==> config.mk <==
export PLATFORM = sky130hd
export DESIGN_NAME = qdc_ctrl
export DESIGN_NICKNAME = d
export VERILOG_FILES = /design/src/pkg/qdc_pkg.sv /design/src/qdc_ctrl.sv /design/src/qdc_sync.sv
export VERILOG_INCLUDE_DIRS = /design/src /design/src/pkg
export SDC_FILE = /design/constraint.sdc
export NUM_CORES = 1
export LEC_CHECK = 0
export ABC_CLOCK_PERIOD_IN_PS = 3650
export BUFFER_PORTS_ARGS = -buffer_cell sky130_fd_sc_hd__buf_2
export CORE_MARGIN = 2
export CORE_UTILIZATION = 40
export CTS_CLUSTER_DIAMETER = 30
export DETAILED_ROUTE_END_ITERATION = 6
export PLACE_DENSITY = 0.63
export SETUP_SLACK_MARGIN = 0.02
export SLEW_MARGIN = 20
export SYNTH_ARGS = -nofsm -noshare
export SYNTH_HDL_FRONTEND = slang
export SYNTH_SLANG_ARGS = --single-unit
export TNS_END_PERCENT = 1
==> constraint.sdc <==
create_clock -name i_ref_clk -period 3.65 [get_ports i_ref_clk]
set_input_delay 0.1825 -clock i_ref_clk [delete_from_list [all_inputs] [get_ports i_ref_clk]]
set_output_delay 0.1825 -clock i_ref_clk [all_outputs]
set_load 0.01 [all_outputs]
==> src/pkg/qdc_map.svh <==
// Register map, field positions and frame length for the quad converter control block
// How it works
// With the read-back select bit clear, a channel read returns its input data register.
// With the read-back select bit set, a channel read returns its active output latch.
// With the load pin high, setting the software load bit copies every written input register into its latch together.
// A load event updates only the channels written since the previous load event.
// The software load bit clears itself once its latch update is done.
// While the load pin is low the software load bit is ignored.
// Writing one to the software reset bit resets every register the reset input does, except the pin synchronisers.
// The software reset bit reads zero again once its reset has completed.
// While the group A power-down bit is set, channels 0 and 1 are powered down.
// While the group B power-down bit is set, channels 2 and 3 are powered down.
// The serial interface and registers keep working while any group is powered down.
// Command bit 10 ignores writes and always reads zero.
// Each access is a 24-bit frame of read flag, four address bits and data, and the frame register clears at reset.
// After a read command the addressed register is shifted out during the next frame.
// Each channel keeps a written-since-update flag, set by a data write and cleared by a load event unless that channel is written in the same cycle.
`ifndef QDC_MAP_SVH
`define QDC_MAP_SVH
`define QDC_FRAME_BITS    24
`define QDC_ADDR_CMD      4'h0
`define QDC_ADDR_MON      4'h1
`define QDC_ADDR_CH0      4'h4
`define QDC_CMD_RESET     16'h033c
`define QDC_CMD_WMASK     16'hfbfc
`define QDC_BIT_SRC_SEL   15
`define QDC_BIT_SW_LOAD   14
`define QDC_BIT_SW_RST    13
`define QDC_BIT_PWRDN_A   12
`define QDC_BIT_PWRDN_B   11
`define QDC_BIT_RSVD10    10
`define QDC_BIT_DSDO      7
`define QDC_BIT_NOP       6
`endif

==> src/pkg/qdc_pkg.sv <==
// Types for the quad converter control block
`default_nettype none
package qdc_pkg;
  typedef logic [15:0] qdc_word_t;
  typedef logic [3:0]  qdc_addr_t;
  typedef logic [3:0]  qdc_chmask_t;
endpackage
`default_nettype wire

==> src/qdc_ctrl.sv <==
// Serial command and load control for a quad converter
`include "qdc_map.svh"
`default_nettype none
module qdc_ctrl (
  input  wire logic          i_ref_clk,
  input  wire logic          i_sys_rst,
  input  wire logic          i_ce,
  input  wire logic          i_sclk,
  input  wire logic          i_cs_n,
  input  wire logic          i_sdi,
  input  wire logic          i_load_pin_n,
  output logic               o_sdo,
  output logic               o_sdo_oe,
  output qdc_pkg::qdc_word_t o_cmd,
  output qdc_pkg::qdc_word_t o_latch [4],
  output logic               o_group_a_powerdown,
  output logic               o_group_b_powerdown
);
  import qdc_pkg::*;

  ////////////////////////////////////////////////////////////////////////////
  // Pin synchronisers; ordered sclk, cs_n, sdi, load
  logic [3:0] pin_raw;
  logic [3:0] pin_s;
  logic [3:0] pin_rv;
  assign pin_raw = {i_load_pin_n, i_sdi, i_cs_n, i_sclk};
  // Reset values match the idle pin levels, so no false edge follows reset
  assign pin_rv  = 4'ha;
  genvar g;
  generate
    for (g = 0; g < 4; g++) begin : g_sync
      qdc_sync u_sync (
        .i_clk     (i_ref_clk),
        .i_rst     (i_sys_rst),
        .i_ce      (i_ce),
        .i_rst_val (pin_rv[g]),
        .i_d       (pin_raw[g]),
        .o_q       (pin_s[g])
      );
    end
  endgenerate

  wire sclk_s = pin_s[0];
  wire cs_n_s = pin_s[1];
  wire sdi_s  = pin_s[2];
  wire load_s = pin_s[3];

  ////////////////////////////////////////////////////////////////////////////
  // State
  logic                          sclk_d_r;
  logic                          load_d_r;
  logic                          cs_d_r;
  logic [`QDC_FRAME_BITS-1:0]    shift_r;
  logic [`QDC_FRAME_BITS-1:0]    out_r;
  logic [4:0]                    bitcnt_r;
  qdc_addr_t                     rd_addr_r;
  qdc_word_t                     cmd_r;
  qdc_word_t                     in_r    [4];
  qdc_word_t                     latch_r [4];
  qdc_chmask_t                   dirty_r;
  logic                          sw_rst_r;

  // Software reset folds into the same path as the reset input
  // software reset as the reset input, bar the synchronisers
  wire rst_all = i_sys_rst | sw_rst_r;

  wire sclk_rise = sclk_s & ~sclk_d_r & ~cs_n_s;
  wire sclk_fall = ~sclk_s & sclk_d_r & ~cs_n_s;
  wire frame_end = cs_n_s & ~cs_d_r;
  wire full_frame = (bitcnt_r == 5'(`QDC_FRAME_BITS));

  // 24-bit frame fields
  wire        f_read  = shift_r[23];
  qdc_addr_t  f_addr;
  qdc_word_t  f_data;
  assign f_addr = shift_r[19:16];
  assign f_data = shift_r[15:0];
  wire        do_wr = frame_end & full_frame & ~f_read;
  wire        do_rd = frame_end & full_frame & f_read;
  wire        wr_cmd = do_wr & (f_addr == `QDC_ADDR_CMD);
  wire        wr_ch  = do_wr & (f_addr[3:2] == 2'b01);
  wire [1:0]  ch_sel = f_addr[1:0];

  ////////////////////////////////////////////////////////////////////////////
  // Load events
  // pin low masks soft load
  wire pin_load  = ~load_s & load_d_r;
  // soft load only when pin high
  wire soft_load = cmd_r[`QDC_BIT_SW_LOAD] & load_s;
  wire load_evt  = pin_load | soft_load;

  // bit 10 and reserved bits masked
  qdc_word_t cmd_wr;
  assign cmd_wr = f_data & `QDC_CMD_WMASK & ~(16'h1 << `QDC_BIT_NOP);

  ////////////////////////////////////////////////////////////////////////////
  // Read-back mux
  qdc_word_t rd_word;
  wire [1:0] rd_ch = rd_addr_r[1:0];
  wire       rd_is_ch = (rd_addr_r[3:2] == 2'b01);
  // select bit clear gives input
  // select bit set gives latch
  assign rd_word = (rd_addr_r == `QDC_ADDR_CMD) ? cmd_r :
                   !rd_is_ch                    ? 16'h0000 :
                   cmd_r[`QDC_BIT_SRC_SEL]      ? latch_r[rd_ch] : in_r[rd_ch];

  ////////////////////////////////////////////////////////////////////////////
  // Serial shifter, runs regardless of power-down
  // interface stays live
  always_ff @(posedge i_ref_clk) begin
    if (rst_all) begin
      sclk_d_r <= 1'b0;
      cs_d_r   <= 1'b1;
      load_d_r <= 1'b1;
      shift_r  <= 24'h000000;
      bitcnt_r <= 5'h00;
    end else if (i_ce) begin
      sclk_d_r <= sclk_s;
      cs_d_r   <= cs_n_s;
      load_d_r <= load_s;
      if (cs_n_s) begin
        bitcnt_r <= 5'h00;
      end else if (sclk_rise) begin
        shift_r  <= {shift_r[22:0], sdi_s};
        if (!full_frame) begin
          bitcnt_r <= bitcnt_r + 5'h01;
        end
      end
    end
  end

  // read data in next frame
  always_ff @(posedge i_ref_clk) begin
    if (rst_all) begin
      rd_addr_r <= 4'h0;
      out_r     <= 24'h000000;
    end else if (i_ce) begin
      if (do_rd) begin
        rd_addr_r <= f_addr;
      end
      if (cs_n_s) begin
        out_r <= {4'h0, rd_addr_r, rd_word};
      end else if (sclk_fall) begin
        out_r <= {out_r[22:0], 1'b0};
      end
    end
  end

  ////////////////////////////////////////////////////////////////////////////
  // Command register
  always_ff @(posedge i_ref_clk) begin
    if (i_sys_rst) begin
      sw_rst_r <= 1'b0;
    end else if (i_ce) begin
      // reset bit self-clears
      sw_rst_r <= sw_rst_r ? 1'b0 : (wr_cmd & f_data[`QDC_BIT_SW_RST]);
    end
  end

  always_ff @(posedge i_ref_clk) begin
    if (rst_all) begin
      cmd_r <= `QDC_CMD_RESET;
    end else if (i_ce) begin
      if (wr_cmd) begin
        cmd_r <= cmd_wr & ~(16'h1 << `QDC_BIT_SW_RST);
      end else if (soft_load || (cmd_r[`QDC_BIT_SW_LOAD] && !load_s)) begin
        // load bit self-clears
        cmd_r[`QDC_BIT_SW_LOAD] <= 1'b0;
      end
    end
  end

  ////////////////////////////////////////////////////////////////////////////
  // Channel data, latches and dirty flags
  always_ff @(posedge i_ref_clk) begin
    if (rst_all) begin
      dirty_r <= 4'h0;
      for (int i = 0; i < 4; i++) begin
        in_r[i]    <= 16'h0000;
        latch_r[i] <= 16'h0000;
      end
    end else if (i_ce) begin
      for (int i = 0; i < 4; i++) begin
        // only written channels load
        if (load_evt && dirty_r[i]) begin
          latch_r[i] <= in_r[i];
        end
        // write sets, load clears
        if (wr_ch && ch_sel == 2'(i)) begin
          in_r[i]    <= f_data & 16'hfffc;
          dirty_r[i] <= 1'b1;
        end else if (load_evt) begin
          dirty_r[i] <= 1'b0;
        end
      end
    end
  end

  ////////////////////////////////////////////////////////////////////////////
  // Registered outputs
  always_ff @(posedge i_ref_clk) begin
    if (rst_all) begin
      o_sdo               <= 1'b0;
      o_sdo_oe            <= 1'b0;
      o_cmd               <= `QDC_CMD_RESET;
      o_group_a_powerdown <= 1'b0;
      o_group_b_powerdown <= 1'b0;
      for (int i = 0; i < 4; i++) begin
        o_latch[i] <= 16'h0000;
      end
    end else if (i_ce) begin
      o_sdo    <= out_r[23];
      o_sdo_oe <= ~cs_n_s & ~cmd_r[`QDC_BIT_DSDO];
      o_cmd    <= cmd_r;
      // group A power-down
      o_group_a_powerdown <= cmd_r[`QDC_BIT_PWRDN_A];
      // group B power-down
      o_group_b_powerdown <= cmd_r[`QDC_BIT_PWRDN_B];
      for (int i = 0; i < 4; i++) begin
        o_latch[i] <= latch_r[i];
      end
    end
  end
endmodule
`default_nettype wire

==> src/qdc_sync.sv <==
// Two-flop synchroniser for one pin level
`default_nettype none
module qdc_sync (
  input  wire logic i_clk,
  input  wire logic i_rst,
  input  wire logic i_ce,
  input  wire logic i_rst_val,
  input  wire logic i_d,
  output logic      o_q
);
  logic meta_r;
  always_ff @(posedge i_clk) begin
    if (i_rst) begin
      meta_r <= i_rst_val;
      o_q    <= i_rst_val;
    end else if (i_ce) begin
      meta_r <= i_d;
      o_q    <= meta_r;
    end
  end
endmodule
`default_nettype wire

# Word level (Yosys, flattened, before mapping)
# Memory sizes are Yosys's and may differ from the RTL's. A register that Yosys moved wholly into a read port is not among the register bits.
# Cells that the tools add are included.
# word_totals
mem_count	2
ramBits	120
latch_bits	0
inputBits	7
regBits	99
word_cells	161
mem_bits_ro	0
out_inout_bits	84
# classes
mul	0
n_lt_le_gt_ge	0
n_shift	0
n_div	0
mux	62
n_eq_ne	7
bitwise_logic	31
addsub	1
reduce_logical	31
# mem_list
name	words	width	rd	rd_clocked_by_memory_dff	wr	line	source
latch_r	4	16	5	5	4	qdc_ctrl.sv:59	qdc_word_t latch_r [4];
in_r	4	14	5	1	4	qdc_ctrl.sv:58	qdc_word_t in_r [4];
# ops
cell	n
16-bit 2-to-1 mux	7
14-bit 2-to-1 mux	4
24-bit 2-to-1 mux	2
1-bit 2-to-1 mux	42
2-bit AND reduction	8
5-bit 2-to-1 mux	3
1-bit bitwise AND	14
2-bit nonzero test	7
1-bit bitwise OR	10
1-bit logical AND	9
4-bit zero test	2
2-bit 2-to-1 mux	4
1-bit NOT	7
2-bit by 1-bit == test with 1-bit output, second input constant	3
3-bit AND reduction	2
5-bit by 1-bit adder with 5-bit output, second input constant	1
5-bit == test, second input constant	1
2-bit == test, second input constant	2
2-bit zero test	1
2-bit by 1-bit != test with 1-bit output, second input constant	1
1-bit zero test	1
1-bit logical OR	1

# Logic depth before layout (Yosys ltp)
# Gate-level depths: netlist (run 1).
# logic_depth
word_depth	11
mapped_depth	7
mapped_depth_nobuf	6

# Cells and area by module
# From an unflattened synthesis (run 1), not the netlist that was laid out.
# unflattened
cells_unflattened	967
area_unflattened_um2	10999.3
# by_module_without_submodules
module	cells_per_inst	n_inst	seq_area_each_um2	area_each_um2
qdc_ctrl	947	1	6266.0	10644.0
qdc_sync	5	4	60.1	88.8

# Worst setup path after synthesis (run 1)
# OpenSTA, ideal clock, no wires.
# synth_timing
kind	register to register
startpoint	register bitcnt_r[0]
endpoint	memory in_r[2][0] (netlist bit) (enable)
synth_period_minus_slack_ps	2703
setup_ps	407
path_buffers	0
path_stages_with_launch	7
t_required_ps	3243
arrival_time_ps	2295
path_slack_ps	947
path_cell_list	dfxtp_1 > inv_1 > ha_1 > nand4b_4 > nor4_1 > nand2_1 > o31ai_1
# synth_rtl
item	line	source
start, declared	qdc_ctrl.sv:55	logic [4:0] bitcnt_r;
start signal, assigned	qdc_ctrl.sv:126	bitcnt_r <= bitcnt_r + 5'h01;
end, declared	qdc_ctrl.sv:58	

==> reports/results.ini, run 1 <==
[clock_tree]
clk_latency_ns=0.55
clk_pin_slew_worst_paths_ns=0.05
cts_buffers=53
clk_path_buf_depth=3
cts_tree=built
cts_htree_levels=2
ctsRootBufferMaster=clkbuf_16
cts-resized-gates=0
cts_num_sinks=265

[grt]
overflow=0
grtUsageTotal_pct=18.6
antenna_found_initial=2
grt_pass1_vias=7292
grt.busiest_layer=met2
grtUsageMet1_pct=23.6
globalRouteMet2Util_pct=30.9
grt_pass1_wl_mm=41.3
grt_max_degree=66
met3_usage_pct=4.74

[synthesis]
yosys_warnings=0
ys.flop_type=dfxtp_1
synthCells=978
yosysSeqAreaShare_pct=58.0
synth_area_per_cell_um2=11.3
synthArstFlopShare_pct=0
ys_seq_elements=265
yosysUniqueCellTypes=54
synth_edf_count=112
netlist_area_um2=11100

[timing]
rsz0062_at_grt=false
worstMarginPinSlew_ns=0.879
slew_viol_final=0
fin_skew_ns=0.0239
fin_setup_tns_ns=0
min_period_over_period_pct=69.2
fmax_ghz=0.396
fin_ws_ns=1.13
hold_viol=0
finalCriticalPeriod_ns=2.52
timing.hold.ws_ns=0.157
slew_headroom_pct=41.4
setup_viol=0

[setup_path]
arrival_ns=2.92
path_max_fanout=15
startpoint_type=flop
crit_required_ns=4.05
reg2reg_depth=6
cp-end-kind=flop
critPathKind=flop to flop

[cells_and_area]
nFillCells=2401
layout.nets=1072
fin_util_pct=49.9
final_cells=1479
fin_area_um2=13500
antenna_cells=0
drive_gt1_share_pct=19.9
syn_to_final_growth_pct=22.1

[routing]
wl_per_cell_um=18.4
vias_per_cell=5.13
vias=7591
finalWirelength_mm=27.2
drc=0
firstDrtPassIters=5
drtIter0Drc=641
detail-route-antenna-nets=0

[die]
die_area_um2=29000
fp.coreArea_um2=27100
io_pins=91
die_w_um=170
rows=60
dieHeight_um=170
start_util_pct=40.9

[placed_design]
numPortBuffers=77
dpl.hpwl_mm=18.3
dp_slack_ns=1.05
place_congestion=0.874
dp_cells=1373
place_area_um2=11700

[pwr]
p_per_area_nw_per_um2=611
peakVddDrop_mv=0.366
power_mw=8.27
leakagePower_nw=5.28

[job]
drv_cap=0

[run_status]
status=complete, no violations

[min_path]
hold_depth=2
hold_class=primary input to flop

==> metal layers <==
layer	wire (µm)	vias to the layer above
li1	-	3623
met1	11500	3668
met2	13200	241
met3	1830	59
met4	725	0
met5	0	-
==> critical path, cell delays in order, from the launching register on <==
cell and delay, ns:
dfxtp_1 0.34, inv_1 0.09, ha_1 0.20, nand4b_4 0.18
or4_4 0.62, nor4_4 0.70, and2_2 0.25
==> path summary, 6_finish.rpt <==
path / from / to / slack (ns)
worst min-delay path: i_ce / o_cmd[2]$_SDFFE_PP1P_ / 0.16
worst max-delay path: bitcnt_r[0]$_SDFFE_PP0P_ / in_r[2][1]$_SDFFCE_PN0P_ / 1.13
worst max register to register: bitcnt_r[0]$_SDFFE_PP0P_ / in_r[2][1]$_SDFFCE_PN0P_ / 1.13
worst min register to register: cs_d_r$_SDFFE_PP1P_ / cs_d_r$_SDFFE_PP1P_ / 0.45
==> repair_timing <==
| item | 4_1_cts | 5_1_grt |
|---|---|---|
| hold endpoints to repair | 7 | 0 |
| setup buffers | 0 | 0 |
| hold buffers | 7 | 0 |
==> cell usage after synthesis (10+ instances only) <==
| cell | n | area (µm²) |
|---|---|---|
| dfxtp_1 | 153 | 3060 |
| mux2i_1 | 126 | 1260 |
| edfxtp_1 | 112 | 3360 |
| and2_1 | 100 | 626 |
| nor2_1 | 97 | 364 |
| nand2_1 | 94 | 353 |
| clkbuf_1 | 44 | 165 |
| a21oi_1 | 38 | 190 |
| o21ai_0 | 18 | 90.1 |
| buf_4 | 17 | 128 |
| and2_2 | 15 | 113 |
| a22oi_1 | 13 | 97.6 |
| o22ai_1 | 13 | 81.3 |
| o2111ai_1 | 12 | 105 |
| mux4_2 | 10 | 225 |
==> layout by cell type, fill, tap and decap left out, drive strengths merged, types with 6 or more instances in the layout <==
master	synthesis	final
dfxtp	153	153
mux2i	126	126
and2	115	115
edfxtp	112	112
nor2	97	97
nand2	94	94
buf	34	92
clkbuf	47	66
a21oi	38	38
clkinv	1	20
o21ai	19	19
a22oi	13	13
o22ai	13	13
conb	1	13
o2111ai	12	12
inv	7	12
mux4	10	10
nand3	9	9
a221oi	9	9
nor3	9	9
dlygate4sd3	0	7
nor2b	6	6
and3	6	6
==> cells by family (layout without fill, tap and decap cells) <==
kind of cell / after synthesis / in the layout / share of synthesized area [%]
buffers and inverters: 89 / 206 / 4.10
XOR/XNOR: 2 / 2 / 0.158
AND/OR/NAND/NOR: 357 / 357 / 16.7
adder cells (fa/ha/maj): 2 / 2 / 0.226
multiplexers: 136 / 136 / 13.4
other: 1 / 13 / 0.0338
AO/OA/AOI/OAI: 126 / 126 / 7.40
flip-flops: 265 / 265 / 58.0
==> sequential cells by signal, summed over array words and instances (netlist names), 5 cells and up, named ones only <==
name and flops:
out_r 22, shift_r 24, bitcnt_r 5, in_r 56, o_latch 56, latch_r 56, o_cmd 11, cmd_r 11
==> power breakdown <==
| part | total (mW) | switching, mW | leakage [nW] | internal [mW] |
|---|---|---|---|---|
| sequential | 3.28 | 0.0693 | 2.32 | 3.21 |
| combinational | 0.334 | 0.207 | 2.10 | 0.127 |
| clock | 4.65 | 1.55 | 0.863 | 3.11 |
| total | 8.27 | 1.82 | 5.28 | 6.44 |
==> final cells by class <==
type / count / area (µm²) / share of cell area [%]
Timing Repair Buffer: 99 / 596 / 4.40
Sequential cell: 265 / 6430 / 47.5
Tap cell: 372 / 465 / 3.44
Multi-Input combinational cell: 636 / 4250 / 31.4
Clock inverter: 33 / 302 / 2.23
Clock buffer: 66 / 1460 / 10.8
Inverter: 8 / 30.0 / 0.222
(Power assumes the default switching activity.)
==> run 2, diff against run 1 <==
--- a/config.mk
+++ b/config.mk
@@ -6,7 +6,8 @@
 export SDC_FILE = /design/constraint.sdc
 export NUM_CORES = 1
 export LEC_CHECK = 0
-export ABC_CLOCK_PERIOD_IN_PS = 3650
+export ABC_AREA = 1
+export ABC_CLOCK_PERIOD_IN_PS = 2650
 export BUFFER_PORTS_ARGS = -buffer_cell sky130_fd_sc_hd__buf_2
 export CORE_MARGIN = 2
 export CORE_UTILIZATION = 40
==> constraint.sdc (replaced) <==
create_clock -name i_ref_clk -period 2.65 [get_ports i_ref_clk]
set_input_delay 0.1325 -clock i_ref_clk [delete_from_list [all_inputs] [get_ports i_ref_clk]]
set_output_delay 0.1325 -clock i_ref_clk [all_outputs]
set_load 0.01 [all_outputs]
==> run 2 against run 1 <==
  * Synthesized cell count grew 34%
  * Count of clock-buffer cells in the layout shrank 8
  * First-iteration DRC count increased by 20%
  * Critical endpoint is now o_cmd[7]$_SDFFE_PP0P_
  * Die area about the same
==> reports/results.ini, run 2 <==
[run_status]
status=complete, no violations  ; unchanged

[synthesis]
synth_top_cell_area_share_pct=30.4  ; about the same
synthArstFlopShare_pct=0  ; unchanged
synth_edf_count=112  ; unchanged
yosys_warnings=0  ; unchanged
yosysSeqAreaShare_pct=58.0  ; about the same
synthCells=1308  ; was 978
ys.flop_type=dfxtp_1  ; unchanged
synth_area_per_cell_um2=8.47  ; was 11.3 µm²
ys_top_cells_by_area=edfxtp_1, dfxtp_1, nand2_1  ; was edfxtp_1, dfxtp_1, mux2i_1
yosysUniqueCellTypes=30  ; was 54
yosys.area.top_type=edfxtp_1  ; unchanged
yosysMostFrequentCell=nand2_1  ; was dfxtp_1
netlist_area_um2=11100  ; about the same
synth_top_cells_by_count=nand2_1, nor2_1, dfxtp_1  ; was dfxtp_1, mux2i_1, edfxtp_1
ys_seq_elements=265  ; unchanged

[clock_tree]
clk_path_buf_depth=3  ; unchanged
cts_num_sinks=265  ; unchanged
cts-resized-gates=0  ; unchanged
cts_buffers=51  ; was 53
cts_htree_levels=2  ; unchanged
clk_pin_slew_worst_paths_ns=0.05  ; about the same
ctsRootBufferMaster=clkbuf_16  ; unchanged
cts_tree=built  ; unchanged
clk_latency_ns=0.56  ; was 0.55 ns

[min_path]
hold_class=primary input to flop  ; unchanged
hold_depth=4  ; was 2

[setup_path]
r2r_end=o_cmd[7]$_SDFFE_PP0P_  ; was in_r[2][1]$_SDFFCE_PN0P_
r2r_slack_ns=0.35  ; was 1.13 ns
cp-end-kind=flop  ; unchanged
reg2reg_from=sw_rst_r$_SDFFE_PP0P_  ; was bitcnt_r[0]$_SDFFE_PP0P_
critPathKind=flop to flop  ; unchanged
crit_end=o_cmd[7]$_SDFFE_PP0P_  ; was in_r[2][1]$_SDFFCE_PN0P_
crit_required_ns=3.09  ; was 4.05 ns
path_max_fanout=33  ; was 15
reg2reg_depth=3  ; was 6
arrival_ns=2.75  ; was 2.92 ns
startpoint_type=flop  ; unchanged
cp-startpoint=sw_rst_r$_SDFFE_PP0P_  ; was bitcnt_r[0]$_SDFFE_PP0P_

[routing]
vias_per_cell=4.93  ; was 5.13
drtIter0Drc=766  ; was 641
vias=8884  ; was 7591
drc=0  ; unchanged
detail-route-antenna-nets=0  ; unchanged
firstDrtPassIters=5  ; unchanged
wl_per_cell_um=16.5  ; was 18.4 µm
finalWirelength_mm=29.8  ; was 27.2 mm

[timing]
fin_skew_ns=0.0376  ; was 0.0239 ns
fin_setup_tns_ns=0  ; unchanged
slew_viol_final=0  ; unchanged
rsz0062_at_grt=false  ; unchanged
slew_headroom_pct=34.1  ; was 41.4%
hold_viol=0  ; unchanged
fmax_ghz=0.434  ; was 0.396 GHz
worstMarginPinSlew_ns=0.983  ; was 0.879 ns
min_period_over_period_pct=86.9  ; was 69.2%
setup_viol=0  ; unchanged
finalCriticalPeriod_ns=2.30  ; was 2.52 ns

[grt]
overflow=0  ; unchanged
grtUsageTotal_pct=20.4  ; was 18.6%
antenna_found_initial=0  ; was 2
grt_pass1_vias=8288  ; was 7292
grt_pass1_wl_mm=45.6  ; was 41.3 mm
grt_max_degree=106  ; was 66

[placed_design]
numPortBuffers=77  ; unchanged
dpl.hpwl_mm=20.5  ; was 18.3 mm
place_congestion=0.902  ; was 0.874

[die]
rows=60  ; unchanged
die_w_um=170  ; about the same
dieHeight_um=170  ; about the same
start_util_pct=40.9  ; about the same
die_area_um2=29000  ; about the same
io_pins=91  ; unchanged
fp.coreArea_um2=27100  ; unchanged

[cells_and_area]
largestRegisters=in_r: 56 flops, latch_r: 56 flops, o_latch: 56 flops  ; unchanged
syn_to_final_growth_pct=22.0  ; was 22.1%
layout.nets=1395  ; was 1072
fin_util_pct=49.9  ; about the same
final_common_cell=nand2_1  ; was dfxtp_1
antenna_cells=0  ; unchanged
layout_common_cells=nand2_1, nor2_1, dfxtp_1  ; was dfxtp_1, mux2i_1, edfxtp_1
drive_gt1_share_pct=14.3  ; was 19.9%

[pwr]
peakVddDrop_mv=0.403  ; was 0.366 mV
leakagePower_nw=5.64  ; was 5.28 nW
p_per_area_nw_per_um2=854  ; was 611 nW/µm²

[job]
drv_cap=0  ; unchanged

==> run 2: cell types whose count changed after synthesis, sizes merged, moves of 12 or more <==
cell     delta
o21ai      +89
a21oi      +90
nand2     +150
inv       +151
nand3     +113
nor2       +73
buf        +21
a22oi      -13
o22ai      -13
and2      -115
mux2i     -126
clkbuf     -12
o2111ai    -12
==> run 2: worst max-delay path, stage by stage, from the launching register on <==
cell and delay (ns):
dfxtp_1 0.33, nor2_4 0.46, clkinv_1 0.94, a211oi_1 0.44
==> run 2: metal layers <==
metal  up-vias  global-route usage (%)  share of wire [%]
li1       4396                       -                  -
met4         0                    8.70                3.5
met1      4117                    28.1                 46
met2       306                    32.0                 45
met3        65                    3.19                5.7
met5         -                       0                  0
==> run 2: metrics by stage <==
| stage | setup WS [ns] | power [mW] | hold WS (ns) | area, µm² | instances |
|---|---|---|---|---|---|
| final | 0.346 | 11.6 | 0.333 | 13500 | 1801 |
| after floorplan | 0.801 | 4.89 | 0.232 | 11100 | 1320 |
| after detailed placement | 0.533 | 5.06 | 0.359 | 11700 | 1697 |
| after CTS | 0.491 | 11.6 | 0.320 | 13500 | 1801 |
| after global routing | 0.126 | 11.9 | 0.337 | 13500 | 1801 |
| after global placement | 0.573 | 5.05 | 0.351 | 11700 | 1697 |
==> run 2: final cells by class <==
cell class | instances | area [µm²]
Clock buffer | 58 | 1370
Timing Repair Buffer | 103 | 603
Fill cell | 2567 | 13600
Inverter | 158 | 596
Sequential cell | 265 | 6430
Tap cell | 372 | 465
Clock inverter | 38 | 422
Multi-Input combinational cell | 807 | 3640
==> run 2: what timing repair did <==
item	4_1_cts	5_1_grt
setup buffers	0	0
hold endpoints to repair	9	0
hold buffers	8	0
==> run 2: how the worst min path moves through the flow <==
stage	start	to	slack (ns)
6_report	i_sdi	g_sync[2].u_sync.meta_r$_SDFFE_PP0P_	0.33
2_1_floorplan	i_sys_rst	g_sync[1].u_sync.o_q$_SDFFE_PP1P_	0.23
3_5_place_dp	i_cs_n	g_sync[1].u_sync.meta_r$_SDFFE_PP1P_	0.36
4_1_cts	i_sdi	g_sync[2].u_sync.meta_r$_SDFFE_PP0P_	0.32
3_3_place_gp	i_cs_n	g_sync[1].u_sync.meta_r$_SDFFE_PP1P_	0.35
5_1_grt	i_sclk	g_sync[0].u_sync.meta_r$_SDFFE_PP0P_	0.34
==> run 2: cells by family after synthesis <==
group                    synth area share [%]
buffers and inverters                    9.53
AND/OR/NAND/NOR                          20.7
adder cells (fa/ha/maj)                 0.226
flip-flops                               58.0
AO/OA/AOI/OAI                            11.4
other                                  0.0338
XOR/XNOR                               0.0791
==> run 2: report_power, final <==
part / internal [mW] / switching [mW]
logic: 0.156 / 0.351
registers: 4.41 / 0.0765
clock network: 4.32 / 2.24
total: 8.89 / 2.66
==> run 3, diff against run 2 <==
--- a/config.mk
+++ b/config.mk
@@ -11,7 +11,6 @@
 export BUFFER_PORTS_ARGS = -buffer_cell sky130_fd_sc_hd__buf_2
 export CORE_MARGIN = 2
 export CORE_UTILIZATION = 40
-export CTS_CLUSTER_DIAMETER = 30
 export DETAILED_ROUTE_END_ITERATION = 6
 export PLACE_DENSITY = 0.63
 export SETUP_SLACK_MARGIN = 0.02
==> constraint.sdc (replaced) <==
create_clock -name i_ref_clk -period 2.65 [get_ports i_ref_clk]
set_input_delay 0.1325 -clock i_ref_clk [delete_from_list [all_inputs] [get_ports i_ref_clk]]
set_output_delay 0.1325 -clock i_ref_clk [all_outputs]
set_load 0.005 [all_outputs]
==> run 3 against run 2 <==
  * Non-clock buffer count did not move
  * Critical path depth did not move
  * Clock skew fell by 0.016 ns
  * Power fell by 20%
  * Combinational power fell by 5.7%
  * Setup slack barely moved
  * Final cell count fell by 2.4%
  * Maximum frequency barely moved
  * Critical path type unchanged
  * Largest cell class unchanged
  * Largest power group is now sequential cells
  * Highest routed layer unchanged
==> reports/results.ini, run 3 (synthesis results as in run 2) <==
[job]
drv_cap=0  ; unchanged

[timing]
hold_viol=0  ; unchanged
rsz0062_at_grt=false  ; unchanged
min_period_over_period_pct=86.9  ; about the same
setup_viol=0  ; unchanged
finalCriticalPeriod_ns=2.30  ; about the same
timing.hold.ws_ns=0.347  ; was 0.333 ns
slew_viol_final=0  ; unchanged
slew_headroom_pct=33.5  ; was 34.1%
fin_skew_ns=0.0220  ; was 0.0376 ns
fin_setup_tns_ns=0  ; unchanged
worstMarginPinSlew_ns=0.992  ; was 0.983 ns
fmax_ghz=0.434  ; about the same

[routing]
drtIter0Drc=858  ; was 766
firstDrtPassIters=5  ; unchanged
finalWirelength_mm=29.1  ; was 29.8 mm
vias_per_cell=4.94  ; was 4.93
detail-route-antenna-nets=0  ; unchanged
vias=8686  ; was 8884
drc=0  ; unchanged
wl_per_cell_um=16.5  ; about the same

[clock_tree]
cts_num_sinks=265  ; unchanged
clk_path_buf_depth=3  ; unchanged
cts_htree_levels=1  ; was 2
cts_tree=built  ; unchanged
cts-resized-gates=0  ; unchanged
ctsRootBufferMaster=clkbuf_16  ; unchanged
cts_buffers=28  ; was 51
clk_latency_ns=0.54  ; was 0.56 ns
post_cts_buffers=0  ; unchanged
clk_pin_slew_worst_paths_ns=0.06  ; was 0.05 ns

[grt]
antenna_found_initial=0  ; unchanged
overflow=0  ; unchanged
grt_pass1_vias=8036  ; was 8288
grtUsageTotal_pct=19.9  ; was 20.4%
grt_pass1_wl_mm=44.8  ; was 45.6 mm
grt_max_degree=106  ; unchanged

[pwr]
switchingPower_mw=2.03  ; was 2.66 mW
seqPwrFrac_pct=48.5  ; was 38.8%
combinationalPowerShare_pct=5.2  ; was 4.4%
p_int_mw=7.20  ; was 8.89 mW
clkPwrFrac_pct=46.3  ; was 56.8%
peakVddDrop_mv=0.496  ; was 0.403 mV
p_per_area_nw_per_um2=724  ; was 854 nW/µm²
p_sw_share_pct=22.0  ; was 23.0%
leakagePower_nw=5.28  ; was 5.64 nW

[cells_and_area]
drive_gt1_share_pct=11.9  ; was 14.3%
largestRegisters=in_r: 56 flops, latch_r: 56 flops, o_latch: 56 flops  ; unchanged
layout_common_cells=nand2_1, nor2_1, dfxtp_1  ; unchanged
final_common_cell=nand2_1  ; unchanged
final_cells=1757  ; was 1801
fin_util_pct=47.0  ; was 49.9%
nFillCells=2643  ; was 2567
syn_to_final_growth_pct=15.1  ; was 22.0%
layout.nets=1372  ; was 1395
antenna_cells=0  ; unchanged

[die]
rows=60  ; unchanged
die_area_um2=29000  ; unchanged
io_pins=91  ; unchanged
fp.coreArea_um2=27100  ; unchanged
start_util_pct=40.9  ; unchanged
die_w_um=170  ; unchanged
dieHeight_um=170  ; unchanged

[setup_path]
cpLargestDelayFamily=buffers and inverters  ; unchanged
path_cells=nor2_4 > clkinv_1 > a211oi_1  ; unchanged
worst_path_largest_cell_delay_ns=0.95  ; was 0.94 ns
r2r_end=o_cmd[14]$_SDFFE_PP0P_  ; was o_cmd[7]$_SDFFE_PP0P_
path_max_fanout=33  ; unchanged
arrival_ns=2.74  ; was 2.75 ns
reg2reg_from=sw_rst_r$_SDFFE_PP0P_  ; unchanged
r2r_slack_ns=0.35  ; about the same
critPathKind=flop to flop  ; unchanged
crit_required_ns=3.08  ; was 3.09 ns
cp-end-kind=flop  ; unchanged
reg2reg_depth=3  ; unchanged
startpoint_type=flop  ; unchanged
path_buf_inv=1  ; unchanged
crit_slowest_cell=clkinv_1  ; unchanged

[min_path]
hold_end=g_sync[0].u_sync.meta_r$_SDFFE_PP0P_  ; was g_sync[2].u_sync.meta_r$_SDFFE_PP0P_
min_from=i_sclk  ; was i_sdi
hold_class=primary input to flop  ; unchanged
hold_depth=4  ; unchanged

[placed_design]
place_congestion=0.902  ; unchanged
dpl.hpwl_mm=20.5  ; unchanged
dp_cells=1697  ; unchanged
numPortBuffers=77  ; unchanged

[run_status]
status=complete, no violations  ; unchanged

==> run 3: per-stage QoR <==
step | worst slack, ns | cell area (µm²) | power, mW
floorplan | 0.801 | 11100 | 4.87
global placement | 0.573 | 11700 | 5.02
detailed placement | 0.533 | 11700 | 5.03
CTS | 0.500 | 12800 | 9.28
global route | 0.121 | 12800 | 9.53
finish | 0.346 | 12800 | 9.23
==> run 3: layout make-up <==
type                            count  area, µm²  share of cell area, %
Sequential cell                   265       6430                   50.4
Multi-Input combinational cell    807       3640                   28.6
Clock buffer                       30        718                   5.63
Timing Repair Buffer              103        603                   4.73
Inverter                          158        596                   4.67
Tap cell                          372        465                   3.65
Clock inverter                     22        298                   2.34
==> run 3: worst max-delay path by stage <==
stage / endpoint / slack [ns] / from / depth (start not counted)
2_1_floorplan: in_r[1][0]$_SDFFCE_PN0P_ / 0.80 / bitcnt_r[0]$_SDFFE_PP0P_ / 8
3_3_place_gp: in_r[2][5]$_SDFFCE_PN0P_ / 0.57 / bitcnt_r[0]$_SDFFE_PP0P_ / 8
3_5_place_dp: in_r[1][6]$_SDFFCE_PN0P_ / 0.53 / bitcnt_r[0]$_SDFFE_PP0P_ / 8
4_1_cts: in_r[1][10]$_SDFFCE_PN0P_ / 0.50 / bitcnt_r[0]$_SDFFE_PP0P_ / 8
5_1_grt: o_cmd[7]$_SDFFE_PP0P_ / 0.12 / sw_rst_r$_SDFFE_PP0P_ / 3
6_report: o_cmd[14]$_SDFFE_PP0P_ / 0.35 / sw_rst_r$_SDFFE_PP0P_ / 3
==> run 3: power by group through the flow <==
| stage | Clock [mW] | Combinational, mW | Sequential [mW] |
|---|---|---|---|
| 2_1_floorplan | 0 | 0.317 | 4.55 |
| 3_3_place_gp | 0 | 0.462 | 4.56 |
| 3_5_place_dp | 0 | 0.467 | 4.57 |
| 4_1_cts | 4.32 | 0.480 | 4.48 |
| 5_1_grt | 4.49 | 0.546 | 4.49 |
| 6_report | 4.27 | 0.478 | 4.48 |
==> run 3: layer usage <==
metal / GRT usage, % / share of wire, %
met4: 6.28 / 2.6
met2: 31.7 / 45
met1: 28.4 / 47
met5: 0 / 0
met3: 2.33 / 5.7
==> run 3: worst min-delay path, delay by kind of cell <==
family                 cells  cell delay [ns]
AND/OR/NAND/NOR            2             0.11
buffers and inverters      2             0.61
==> run 3: timing repair <==
action,in CTS,in global routing
endpoints found under the setup margin,0,0
hold endpoints to repair,9,0
hold buffers,8,0
